===== src/inc/pwr_ctl_pkg.sv =====
package pwr_ctl_pkg;
  // Register addresses on the module's control port
  localparam logic [6:0] ADDR_MODE = 7'h01;
  localparam logic [6:0] ADDR_IFSEL = 7'h02;
  localparam logic [6:0] ADDR_RST_CNT = 7'h3F;
  localparam logic [6:0] ADDR_CFG = 7'h03;
  // Command values
  localparam logic [7:0] MODE_SHUTDOWN = 8'h01;
  localparam logic [7:0] IFSEL_INACTIVE = 8'h00;
  // Factory defaults
  localparam logic [7:0] MODE_DEFAULT = 8'h00;
  localparam logic [7:0] IFSEL_DEFAULT = 8'h01;
  localparam logic [7:0] CFG_DEFAULT = 8'h00;
  localparam logic [7:0] RST_CNT_INIT = 8'h00;
  // Host-side register map
  localparam logic [3:0] HOST_CTRL = 4'h0;
  localparam logic [3:0] HOST_ADDR = 4'h4;
  localparam logic [3:0] HOST_WDATA = 4'h8;
  localparam logic [3:0] HOST_RDATA = 4'hC;
  localparam int HOST_CTRL_RESET_BIT = 0;
  localparam int HOST_CTRL_WR_BIT = 1;
  localparam int HOST_CTRL_RD_BIT = 2;
  localparam int HOST_CTRL_POWER_BIT = 3;
  // Power-up hold time before release, in ns
  localparam int POWER_HOLD_NS = 1000;
  localparam int CLK_PERIOD_NS = 4;
  localparam int POWER_HOLD_CYCLES = (POWER_HOLD_NS + CLK_PERIOD_NS - 1) / CLK_PERIOD_NS;
  // Device power states
  typedef enum logic [1:0] {
    ST_RESET,
    ST_ACTIVE,
    ST_INACTIVE,
    ST_SHUTDOWN
  } pwr_state_t;
endpackage


===== src/inc/pwr_ctl_if.sv =====
`timescale 1ns/1ps
`default_nettype none
interface pwr_ctl_if;
  logic moduleReset;
  logic [6:0] addr;
  logic [7:0] wrData;
  logic wrStrobe;
  logic rdStrobe;
  logic [7:0] rdData;
  modport device (input moduleReset, addr, wrData, wrStrobe, rdStrobe, output rdData);
  modport host (output moduleReset, addr, wrData, wrStrobe, rdStrobe, input rdData);
endinterface
`default_nettype wire


===== src/hdl/power_state_device.sv =====
`timescale 1ns/1ps
`default_nettype none
module power_state_device
  import pwr_ctl_pkg::*;
(
  input wire logic core_clk, // System clock
  input wire logic reset_n, // Power-up reset, active low
  pwr_ctl_if.device ctl, // Reset pin and control port
  input wire logic watchdogFire, // Internal watchdog pulse
  output logic [1:0] powerState, // Current power state
  output logic processorRun, // Internal processor running
  output logic analogEnable, // Codec and telecom supply on
  output logic [7:0] interfaceSel, // Selected interface
  output logic [7:0] configOut // Config register contents
);
  typedef struct packed {
    pwr_state_t st;
    logic [7:0] moduleMode;
    logic [7:0] ifSel;
    logic [7:0] cfg;
    logic [7:0] rdData;
    logic wdHold;
  } dev_state_t;
  dev_state_t state_reg;
  dev_state_t state_next;
  logic releasePulse;
  logic cntLoad;
  logic [7:0] rstCount;

  reset_counter #(.WIDTH(8)) u_cnt (
    .core_clk(core_clk),
    .reset_n(reset_n),
    .releaseEvent(releasePulse),
    .load(cntLoad),
    .loadValue(ctl.wrData),
    .count(rstCount)
  );

  // Behaviour notes for whoever integrates this end
  // Reset state
  // The pin is a level, not an edge
  // Held high, the device stays in reset
  // No upper bound on how long it stays there
  // Release happens on the first edge with pin low and no watchdog hold bit set
  // Release reloads the mode, selection and config defaults
  // Release also bumps the event counter
  // Power-up reset
  // The async reset parks the state machine and zeroes the counter
  // Counting waits for the pin to go low
  // So power-up counts as one release
  // Watchdog
  // A watchdog pulse only acts while running
  // It parks the machine for two cycles
  // The hold bit blocks an instant re-release
  // That keeps the counter pulse clean
  // The watchdog release is counted like any other
  // Shutdown
  // Entered by the mode command only
  // The processor stops, so strobes are ignored
  // Read data freezes at its last value
  // Only the pin can wake the device
  // A watchdog cannot fire while stopped
  // Inactive
  // Entered by a zero interface selection
  // Analog side and telecom supply go off
  // Mode and config fall back to defaults
  // Port access keeps working here
  // Any nonzero selection brings it back
  // Same nonzero selection while active is a no-op
  // Mode command from inactive still shuts down
  // Register port
  // Writes and reads are one-cycle strobes
  // Read data lands one cycle after the strobe
  // Read data holds until the next accepted read
  // Unknown read addresses return zero
  // Unknown write addresses are dropped
  // Counter preset
  // Goes straight to the counter module
  // A same-cycle release adds one to the preset
  // So no release event is ever lost
  // Limitations
  // Only one mode code is decoded
  // Other mode values are stored, not acted on
  // No supply monitoring inside this end
  // Power sequencing is the host's job
  // Ringing cadence is the host's job too
  // Trade-offs
  // One registered state record keeps timing flat
  // Combinational strobes keep access latency short
  // Defaults live in the package, not here
  // Hazards
  // Pin high in the same cycle as a write
  // The pin wins; register writes are undone at release, a counter preset is kept
  // Watchdog in the same cycle as a write
  // The watchdog wins; register writes are undone at release, a counter preset is kept
  // Both are deliberate: reset must dominate
  // Outputs
  // Power state is the raw state code
  // Processor run mirrors port access
  // Analog enable only in the active state
  // Selection and config come from registers
  // Port access only while the processor runs
  logic access;
  assign access = (state_reg.st == ST_ACTIVE) || (state_reg.st == ST_INACTIVE);
  assign cntLoad = access && ctl.wrStrobe && (ctl.addr == ADDR_RST_CNT);

  // Power state machine and register file
  always_comb begin
    state_next = state_reg;
    releasePulse = 1'b0;
    state_next.wdHold = 1'b0;
    case (state_reg.st)
      ST_RESET: begin
        if (!ctl.moduleReset && !state_reg.wdHold) begin
          state_next.st = ST_ACTIVE;
          state_next.moduleMode = MODE_DEFAULT;
          state_next.ifSel = IFSEL_DEFAULT;
          state_next.cfg = CFG_DEFAULT;
          releasePulse = 1'b1;
        end
      end
      ST_ACTIVE, ST_INACTIVE: begin
        if (ctl.wrStrobe) begin
          case (ctl.addr)
            ADDR_MODE: begin
              state_next.moduleMode = ctl.wrData;
              if (ctl.wrData == MODE_SHUTDOWN) begin
                state_next.st = ST_SHUTDOWN;
              end
            end
            ADDR_IFSEL: begin
              if (ctl.wrData == IFSEL_INACTIVE) begin
                state_next.st = ST_INACTIVE;
                state_next.ifSel = IFSEL_INACTIVE;
                state_next.moduleMode = MODE_DEFAULT;
                state_next.cfg = CFG_DEFAULT;
              end else if (ctl.wrData != state_reg.ifSel) begin
                state_next.st = ST_ACTIVE;
                state_next.ifSel = ctl.wrData;
              end
            end
            ADDR_CFG: state_next.cfg = ctl.wrData;
            default: ;
          endcase
        end
        if (ctl.rdStrobe) begin
          case (ctl.addr)
            ADDR_MODE: state_next.rdData = state_reg.moduleMode;
            ADDR_IFSEL: state_next.rdData = state_reg.ifSel;
            ADDR_CFG: state_next.rdData = state_reg.cfg;
            ADDR_RST_CNT: state_next.rdData = rstCount;
            default: state_next.rdData = 8'h00;
          endcase
        end
        if (watchdogFire) begin
          state_next.st = ST_RESET;
          state_next.wdHold = 1'b1;
        end
      end
      ST_SHUTDOWN: begin
        state_next.st = ST_SHUTDOWN;
      end
      default: state_next.st = ST_RESET;
    endcase
    // Pin high overrides every next state, shutdown included; same-cycle writes still land
    if (ctl.moduleReset) begin
      state_next.st = ST_RESET;
    end
  end

  always_ff @(posedge core_clk or negedge reset_n) begin
    if (!reset_n) begin
      state_reg <= '{st: ST_RESET, moduleMode: MODE_DEFAULT, ifSel: IFSEL_DEFAULT,
                     cfg: CFG_DEFAULT, rdData: 8'h00, wdHold: 1'b0};
    end else begin
      state_reg <= state_next;
    end
  end

  // Outputs straight from state
  assign ctl.rdData = state_reg.rdData;
  assign powerState = state_reg.st;
  assign processorRun = access;
  assign analogEnable = (state_reg.st == ST_ACTIVE);
  assign interfaceSel = state_reg.ifSel;
  assign configOut = state_reg.cfg;
endmodule
`default_nettype wire


===== src/hdl/reset_counter.sv =====
`timescale 1ns/1ps
`default_nettype none
module reset_counter
  import pwr_ctl_pkg::*;
#(
  parameter int WIDTH = 8
) (
  input wire logic core_clk, // System clock
  input wire logic reset_n, // Async reset, active low
  input wire logic releaseEvent, // One-cycle pulse on reset release
  input wire logic load, // Host preset strobe
  input wire logic [WIDTH-1:0] loadValue, // Preset value
  output logic [WIDTH-1:0] count // Current count
);
  typedef struct packed {
    logic [WIDTH-1:0] cnt;
  } cnt_state_t;
  cnt_state_t state_reg;
  cnt_state_t state_next;

  // A same-cycle release adds one to the preset so no release is lost
  always_comb begin
    state_next = state_reg;
    if (load) begin
      state_next.cnt = loadValue;
    end
    if (releaseEvent) begin
      state_next.cnt = (load ? loadValue : state_reg.cnt) + 1'b1;
    end
  end

  always_ff @(posedge core_clk or negedge reset_n) begin
    if (!reset_n) begin
      state_reg <= '0;
    end else begin
      state_reg <= state_next;
    end
  end

  assign count = state_reg.cnt;
endmodule
`default_nettype wire


===== src/flat_wrapper.sv =====
// flat-port wrapper written by rule: the top's interface ports become plain ports
module power_state_device_flat import pwr_ctl_pkg::*;
  (core_clk, reset_n, watchdogFire, powerState, processorRun, analogEnable, interfaceSel, configOut, ctl_moduleReset, ctl_addr, ctl_wrData, ctl_wrStrobe, ctl_rdStrobe, ctl_rdData);
  pwr_ctl_if ctl_i ();
  input wire logic core_clk;
  input wire logic reset_n;
  input wire logic watchdogFire;
  output logic [1:0] powerState;
  output logic processorRun;
  output logic analogEnable;
  output logic [7:0] interfaceSel;
  output logic [7:0] configOut;
  input wire logic [$bits(ctl_i.moduleReset)-1:0] ctl_moduleReset;
  input wire logic [$bits(ctl_i.addr)-1:0] ctl_addr;
  input wire logic [$bits(ctl_i.wrData)-1:0] ctl_wrData;
  input wire logic [$bits(ctl_i.wrStrobe)-1:0] ctl_wrStrobe;
  input wire logic [$bits(ctl_i.rdStrobe)-1:0] ctl_rdStrobe;
  output wire logic [$bits(ctl_i.rdData)-1:0] ctl_rdData;
  assign ctl_i.moduleReset = ctl_moduleReset;
  assign ctl_i.addr = ctl_addr;
  assign ctl_i.wrData = ctl_wrData;
  assign ctl_i.wrStrobe = ctl_wrStrobe;
  assign ctl_i.rdStrobe = ctl_rdStrobe;
  assign ctl_rdData = ctl_i.rdData;
  power_state_device u_core (.core_clk(core_clk), .reset_n(reset_n), .ctl(ctl_i), .watchdogFire(watchdogFire), .powerState(powerState), .processorRun(processorRun), .analogEnable(analogEnable), .interfaceSel(interfaceSel), .configOut(configOut));
endmodule

===== config.mk =====
export PLATFORM = sky130hd
export DESIGN_NAME = power_state_device_flat
export DESIGN_NICKNAME = d
export VERILOG_FILES = /design/src/inc/pwr_ctl_pkg.sv /design/src/inc/pwr_ctl_if.sv /design/src/hdl/power_state_device.sv /design/src/hdl/reset_counter.sv /design/src/flat_wrapper.sv
export SDC_FILE = /design/constraint.sdc
export NUM_CORES = 1
export LEC_CHECK = 0
export BUFFER_PORTS_ARGS = -buffer_cell sky130_fd_sc_hd__buf_2
export CAP_MARGIN = 20
export CORE_ASPECT_RATIO = 1.4
export CORE_UTILIZATION = 40
export DETAILED_ROUTE_END_ITERATION = 16
export SLEW_MARGIN = 25
export SYNTH_ARGS = -nofsm -noshare
export SYNTH_HDL_FRONTEND = slang
export SYNTH_SLANG_ARGS = --single-unit
export TNS_END_PERCENT = 10

===== constraint.sdc =====
create_clock -name core_clk -period 6.1 [get_ports core_clk]
set_input_delay 0.305 -clock core_clk [delete_from_list [all_inputs] [get_ports core_clk]]
set_output_delay 0.305 -clock core_clk [all_outputs]
set_load 0.05 [all_outputs]

Word level (Yosys, flattened, before mapping) --
Index checks and enable logic that the tools add are counted.
Storage, ports and cells: logic and storage cells 66, input port bits 21, register bits after elaboration 43, output and inout bits 28
Operators by class: equal/unequal tests 21, $add $sub $neg 1, multiplexer cells 22, reductions and logical operators 15
Operators by type and width (number):
- $mux 26 | 2
- $mux 8 | 6
- $pmux 24 s2 | 1
- $pmux 8 s4 | 1
- $pmux 10 s2 | 1
- $reduce_and 5->1 | 4
- $pmux 8 s2 | 1
- $eq 7x2->1 const B | 2
- $mux 2 | 5
- $add 8x1->8 const B | 1
- $eq 8x1->1 const B | 1
- $logic_not 8->1 | 1
- $ne 8x8->1 | 1
- $eq 7x1->1 const B | 1
- $eq 7x6->1 const B | 1
- $ne 3x2->1 const B | 2
- $ne 3x3->1 const B | 2
- $ne 6x4->1 const B | 1
- $pmux 2 s3 | 1
- $ne 5x4->1 const B | 1
- $ne 5x5->1 const B | 1
- $eq 2x2->1 const B | 2
- $mux 1 | 4
- $ne 2x2->1 const B | 2
- 11 further kinds | 14

Depth between registers and ports, before layout --
Gate-level depths: netlist of the first run.
word-level depth 8, gate-level depth with buffers 11, depth with buffers taken out 9

Modules after synthesis --
A second synthesis of the first run with hierarchy kept.
Unflattened totals: cell total of the unflattened synthesis 279, area total of the unflattened synthesis 2822.7 um2
By module, submodules not included:
- power_state_device | cells an instance 232, seq. area each 877.1 um2, times used 1, area an instance 2264.7 um2
- reset_counter | cells an instance 47, seq. area each 200.2 um2, times used 1, area an instance 558.0 um2

Worst setup path before layout of the first run --
OpenSTA, ideal clock, no wires.
kind register -> register, from register u_core.state_reg, in the netlist u_core.powerState[0], to register u_core.u_cnt.state_reg, in the netlist u_core.u_cnt.count[6], stages on the path, launching flop included 12, arrival time 2837 ps, required time 5972 ps, slack 3135 ps, buffers on the path 2, clock period less this slack 2965 ps, library setup time 128 ps, cell sequence dfrtp_1 > inv_1 > ha_1 > buf_2 > nand2_1 > nor4_4 > buf_4 > mux2_2 > ha_1 > nand2_1 > or3b_1 > xor2_1
RTL lines:
- from (decl) | RTL line power_state_device.sv:24 | dev_state_t state_reg;
- from (signal assigned) | RTL line power_state_device.sv:173 | state_reg <= '{st: ST_RESET, moduleMode: MODE_DEFAULT, ifSel: IFSEL_DEFAULT,
- from (signal assigned) | RTL line power_state_device.sv:176 | state_reg <= state_next;
- to (signal assigned) | RTL line reset_counter.sv:36 | state_reg <= state_next;
- to (decl) | RTL line reset_counter.sv:18 | cnt_state_t state_reg;

==> results of run 1 <==
## power by group
| group | internal [W] | switching, W | leakage, nW |
|---|---|---|---|
| registers | 0.000357 | 0.0000765 | 0.576 |
| clock network | 0.000133 | 0.000104 | 0.0612 |
| logic | 0.000162 | 0.000381 | 0.672 |
| total | 0.000652 | 0.000562 | 1.31 |
## cell usage in the layout (no fill, tap or decap), drive strengths merged, types with 3 or more instances in the layout
master  count
a21o        4
a21oi       4
a221oi      4
a222oi      3
a22o       12
a31oi       3
and2        3
buf        48
clkbuf      6
dfrtp      42
ha          5
inv        11
mux2        4
mux2i       7
nand2      37
nand3      12
nor2        8
nor3        4
nor3b       3
nor4        4
o21ai      25
xor2       15
## metrics by stage
step / power (W) / hold WS, ns / util (%) / area [sq um] / worst slack [ns]
after floorplan: 0.000900 / 0.00941 / - / 2690 / 3.13
after global placement: 0.000973 / 0.454 / 42.0 / 2740 / 2.81
after detailed placement: 0.000981 / 0.460 / 42.1 / 2750 / 2.76
after CTS: 0.00122 / 0.212 / 43.9 / 2860 / 2.73
after global routing: 0.00129 / 0.0418 / 43.9 / 2870 / 2.50
final: 0.00121 / 0.00525 / 43.9 / 2870 / 2.73
## per-layer routing
metal  vias to the layer above  part of all wire [%]  global-route usage (%)
met5                         -                     0                       0
met4                         0                   1.8                    7.23
met3                         8                   4.2                    3.07
met2                        59                    50                    33.6
met1                       976                    44                    23.4
li1                        980                     -                       -
## critical path: cells and delay by family (launching register included)
family,cells,cell delay (ns)
xor gates and xnor gates,1,0.17
muxes,1,0.33
buffers and inverters,1,0.08
and+or+nand+nor,4,1.41
DFF,1,0.42
adders and majority gates,2,0.83
## worst paths after layout
path / cells past startpoint / start / to / slack, ns
hold reg to reg: 1 / u_core.ctl.rdData[2] / u_core.ctl.rdData[2] / 0.47
setup reg to reg: 9 / u_core.powerState[0] / u_core.u_cnt.count[6] / 2.73
min in group core_clk: 2 / watchdogFire / u_core.state_reg[0] / 0.26
hold / removal: 1 / reset_n / u_core.ctl.rdData[6] / 0.005
setup / recovery: 9 / u_core.powerState[0] / u_core.u_cnt.count[6] / 2.73
max in group asynchronous: 1 / reset_n / u_core.configOut[1] / 5.70
## final cells by class
cell class	instances	area (sq um)	share of cell area (%)
Inverter	11	41.3	1.44
Sequential cell	43	1080	37.6
Timing Repair Buffer	48	243	8.47
Tap cell	74	92.6	3.23
Multi-Input combinational cell	181	1290	45.2
Clock inverter	2	35.0	1.22
Clock buffer	6	82.6	2.88
## cell families (layout without fill, tap and decap cells)
| kind of cell | after synthesis | count (layout) | share of synthesized area, % |
|---|---|---|---|
| AND/OR/NAND/NOR | 81 | 81 | 17.7 |
| AO/OA/AOI/OAI | 68 | 68 | 18.4 |
| buffers and inverters | 53 | 67 | 11.9 |
| flip-flops | 43 | 43 | 40.1 |
| XOR/XNOR | 16 | 16 | 5.22 |
| multiplexers | 11 | 11 | 4.29 |
| adder cells (fa/ha/maj) | 5 | 5 | 2.33 |
==> run_results.csv, run 1 <==
group,metric,value,unit
outcome,outcome,"finished with violations",
outcome,violations,"design-rule violations",
clock_network,numCtsBuffers,5,
drt,routed_wl,6340,um
clock_network,cts_sinks,43,
layout,finalNonFillerCells,365,
place,hpwl,4630,um
drt,drtIter0Drc,119,
clock_network,cts_buffer_depth,2,
sta,rsz0062_at_grt,"no",
yosys,yosysTopAreaCell,"dfrtp_1",
layout,largest_register_ff_count,9,
sta,period_minus_slack,3.37,ns
global_route,grt_pass1_wl,10500,um
critical_path,crit_arrival,3.55,ns
critical_path,cp_slowest_cell,"nor4_4",
yosys,synthFlopType,"dfrtp_1",
yosys,synth_top_area_share,39.1,%
critical_path,required,6.28,ns
sta,timing.fmax,297,MHz
drt,ant_nets,0,
place,placed_cells,357,
clock_network,cts_setup_buffers,0,
layout,fillCellCount,666,
critical_path,path_max_fanout,18,
place,gp_congestion,0.790,
layout,drive_gt1_share,26.5,%
yosys,ys_seq_elements,43,
yosys,syn_nets,303,
drt,via_count,2023,
critical_path,cp-end-kind,"register",
critical_path,path_class,"register to register",
layout,insertedDiodeCount,0,
die,fp.dieW,71.3,um
drt,first_pass_iters,14,
sta,hold_viol,0,
yosys,yosysSeqAreaShare,40.1,%
layout,layout.nets,316,
sta,worst_pin_slew,0.968,ns
place,io_buffers,48,
clock_network,tritoncts,"done",
sta,setup_viol,0,
clock_network,hold_buffers,0,
sta,slew_headroom,35.0,%
critical_path,cp-start-kind,"register",
die,initial_utilization,41.2,%
sta,setup-tns-final,0,ns
die,dieArea,0.00705,sq mm
global_route,grt_remaining_overflow,0,
clock_network,cts-root-buf,"clkbuf_8",
yosys,avgSynthCellArea,9.70,sq um
yosys,synth.cells.most_frequent,"dfrtp_1, nand2_1, buf_4",
global_route,grt_pass1_vias,2003,
yosys,synthTopCellsByArea,"dfrtp_1, buf_4, nand2_1",
layout,area_delta_synth_final,6.71,%
global_route,grtUsageTotal,19.2,%
die,fp-row-count,35,
yosys,synth.most_common_cell,"dfrtp_1",
yosys,synthArstFlopShare,100,%
pwr,p_leak,1.31,nW
pwr,irDropWorstVdd,269,uV
yosys,synth_cells,277,
die,die_h,99.0,um
drt,via_per_inst,5.54,
die,io_pins,49,
sta,period_share,55.3,%
sta,slew_violations,0,
drt,wire_per_inst,17.4,um
sta,finClkSkew,0.0100,ns
yosys,syn_area,0.00269,sq mm
die,core,0.00653,sq mm
global_route,grt_max_degree,44,
clock_network,post_cts_resized,0,
yosys,yosysUniqueCellTypes,53,
critical_path,slowest_delay,0.76,ns
min_path,hp-class,"input port to asynchronous set/reset pin",
drt,post-route-drc-count,3,
clock_network,clk_latency,0.30,ns
global_route,antenna_found_initial,0,
pwr,power_density,423,mW/mm^2
clock_network,clk_pin_slew,0.09,ns
critical_path,crit_chain,"inv_1 > ha_1 > nand2_1 > nor4_4 > mux2_2 > ha_1 > nand2_1 > or3b_1 > xor2_1",
yosys,synth-edff-count,0,
clock_network,cts.htree.levels,2,
run,drv_cap,0,
yosys,ys_warn_count,0,
Note: power is estimated with default switching activity, not from simulation.
==> run 2, diff against run 1 <==
==> constraint.sdc (replaced) <==
create_clock -name core_clk -period 3.1 [get_ports core_clk]
set_input_delay 0.155 -clock core_clk [delete_from_list [all_inputs] [get_ports core_clk]]
set_output_delay 0.155 -clock core_clk [all_outputs]
set_load 0.05 [all_outputs]
==> run 2 against run 1 <==
Net effect: the flow still finishes with violations (design-rule violations); register-to-register slack worse by 1.9 ns; worst hold slack improved by 0.11 ns; die area unchanged; count of clock-buffer cells in the layout decreased by 1; final cell count is 2.7% higher; sequential cell count stayed put; clock power rose by 90%; via count rose by 1.2%; design area increased by 2.4%; worst setup slack worse by 1.9 ns; non-clock buffer count is 10 higher; largest power group unchanged.
==> run_results.csv, run 2 (same netlist as run 1, synthesis figures left out) <==
group,metric,value,unit
layout,layout_commonest_cell,"buf_2",
clock_network,numCtsBuffers,5,
critical_path,startpoint,"u_core.powerState[1]",
drt,post-route-drc-count,3,
sta,setup_ws,0.863,ns
sta,finClkSkew,0.00603,ns
global_route,antenna_found_initial,0,
clock_network,cts.htree.levels,2,
sta,rsz0062_at_grt,"no",
sta,worst_pin_slew,0.576,ns
sta,period_minus_slack,2.24,ns
die,core,0.00653,sq mm
sta,timing.fmax,447,MHz
drt,wire_per_inst,16.7,um
critical_path,required,3.30,ns
critical_path,path_max_fanout,17,
die,dieArea,0.00705,sq mm
layout,drive_gt1_share,28.2,%
clock_network,cts_setup_buffers,0,
critical_path,cp-end-kind,"register",
critical_path,crit_arrival,2.43,ns
critical_path,r2r_start,"u_core.powerState[1]",
pwr,power_density,821,mW/mm^2
drt,via_count,2047,
min_path,hold_start,"watchdogFire",
global_route,grt_remaining_overflow,0,
die,fp-row-count,35,
critical_path,cp-start-kind,"register",
critical_path,ff2ff_setup_slack,0.86,ns
drt,routed_wl,6270,um
critical_path,path_class,"register to register",
outcome,outcome,"finished with violations",
layout,largest_register_ff_count,9,
critical_path,regToRegEndpoint,"u_core.powerState[1]",
global_route,grt_max_degree,44,
sta,setup-tns-final,0,ns
layout,seqCellArea,0.00108,sq mm
clock_network,clk_pin_slew,0.09,ns
clock_network,tritoncts,"done",
drt,first_pass_iters,13,
min_path,hp-class,"input port to register",
pwr,p_leak,1.36,nW
global_route,grtUsageTotal,19.0,%
sta,hold_viol,0,
drt,drtIter0Drc,139,
critical_path,crit_path_end,"u_core.powerState[1]",
layout,multi_input_area,0.00129,sq mm
layout,layout.nets,326,
clock_network,cts_sinks,43,
sta,period_share,72.2,%
outcome,violations,"design-rule violations",
layout,fillCellCount,652,
clock_network,cts_buffer_depth,2,
critical_path,reg2regPathDepth,9,
pwr,irDropWorstVdd,324,uV
place,pre_cts_ws,0.870,ns
layout,area_delta_synth_final,9.22,%
die,fp.dieW,71.3,um
place,io_buffers,48,
clock_network,cts-root-buf,"clkbuf_8",
place,hpwl,4730,um
global_route,grt_pass1_wl,10300,um
clock_network,clk_latency,0.30,ns
sta,setup_viol,0,
global_route,grt_pass1_vias,1950,
sta,slew_headroom,61.6,%
drt,via_per_inst,5.46,
die,initial_utilization,41.2,%
die,die_h,99.0,um
drt,ant_nets,0,
run,drv_cap,0,
die,io_pins,49,
place,gp_congestion,0.810,
layout,insertedDiodeCount,0,
layout,final_cell_mix,"buf_2, dfrtp_1, nand2_1",
sta,slew_violations,0,
run 2: critical path: stages (launching register included):
cell and delay (ns):
dfrtp_1 0.41, inv_1 0.11, ha_1 0.30, buf_4 0.23, inv_1 0.12, a211oi_1 0.17
and3_1 0.25, a31oi_1 0.14, nor2b_1 0.17, a31o_2 0.23
run 2: repair_timing:
action                    in CTS  in global routing
hold endpoints to repair       0                 42
hold buffers                   0                  1
resized for setup              0                  0
run 2: worst min-delay path by stage:
stage	depth (start not counted)	to
finish	2	u_core.state_reg[0]
global route	2	u_core.state_reg[0]
CTS	1	u_core.u_cnt.count[1]
detailed placement	1	u_core.u_cnt.count[3]
global placement	1	u_core.u_cnt.count[3]
floorplan	0	u_core.configOut[0]
run 2: layout make-up:
type	instances	share of cell area [%]
Clock buffer	5	2.35
Clock inverter	3	1.49
Inverter	11	1.41
Multi-Input combinational cell	181	44.0
Sequential cell	43	36.7
Tap cell	74	3.16
Timing Repair Buffer	58	10.9
run 2: per-stage QoR:
step | total power [W] | util (%) | hold slack, ns | area, sq um | instances
after floorplan | 0.00177 | - | -0.141 | 2690 | 277
after global placement | 0.00197 | 43.0 | 0.383 | 2810 | 366
after detailed placement | 0.00198 | 43.0 | 0.395 | 2810 | 366
after CTS | 0.00244 | 44.8 | 0.0583 | 2920 | 374
after global routing | 0.00257 | 45.0 | 0.129 | 2930 | 375
final | 0.00241 | 45.0 | 0.114 | 2930 | 375
run 2: report_power, final:
group	leakage [nW]	internal [W]	switching (W)	total (W)
registers	0.576	0.000703	0.000147	0.000850
clock network	0.0581	0.000240	0.000211	0.000451
logic	0.723	0.000357	0.000751	0.00111
run 2: per-layer routing:
| metal | track usage, % | vias to the layer above | share of wire [%] |
|---|---|---|---|
| met5 | 0 | - | 0 |
| met2 | 31.1 | 62 | 49 |
| met3 | 3.07 | 14 | 4.2 |
| met4 | 8.92 | 0 | 3.1 |
| li1 | - | 998 | - |
| met1 | 24.5 | 973 | 44 |
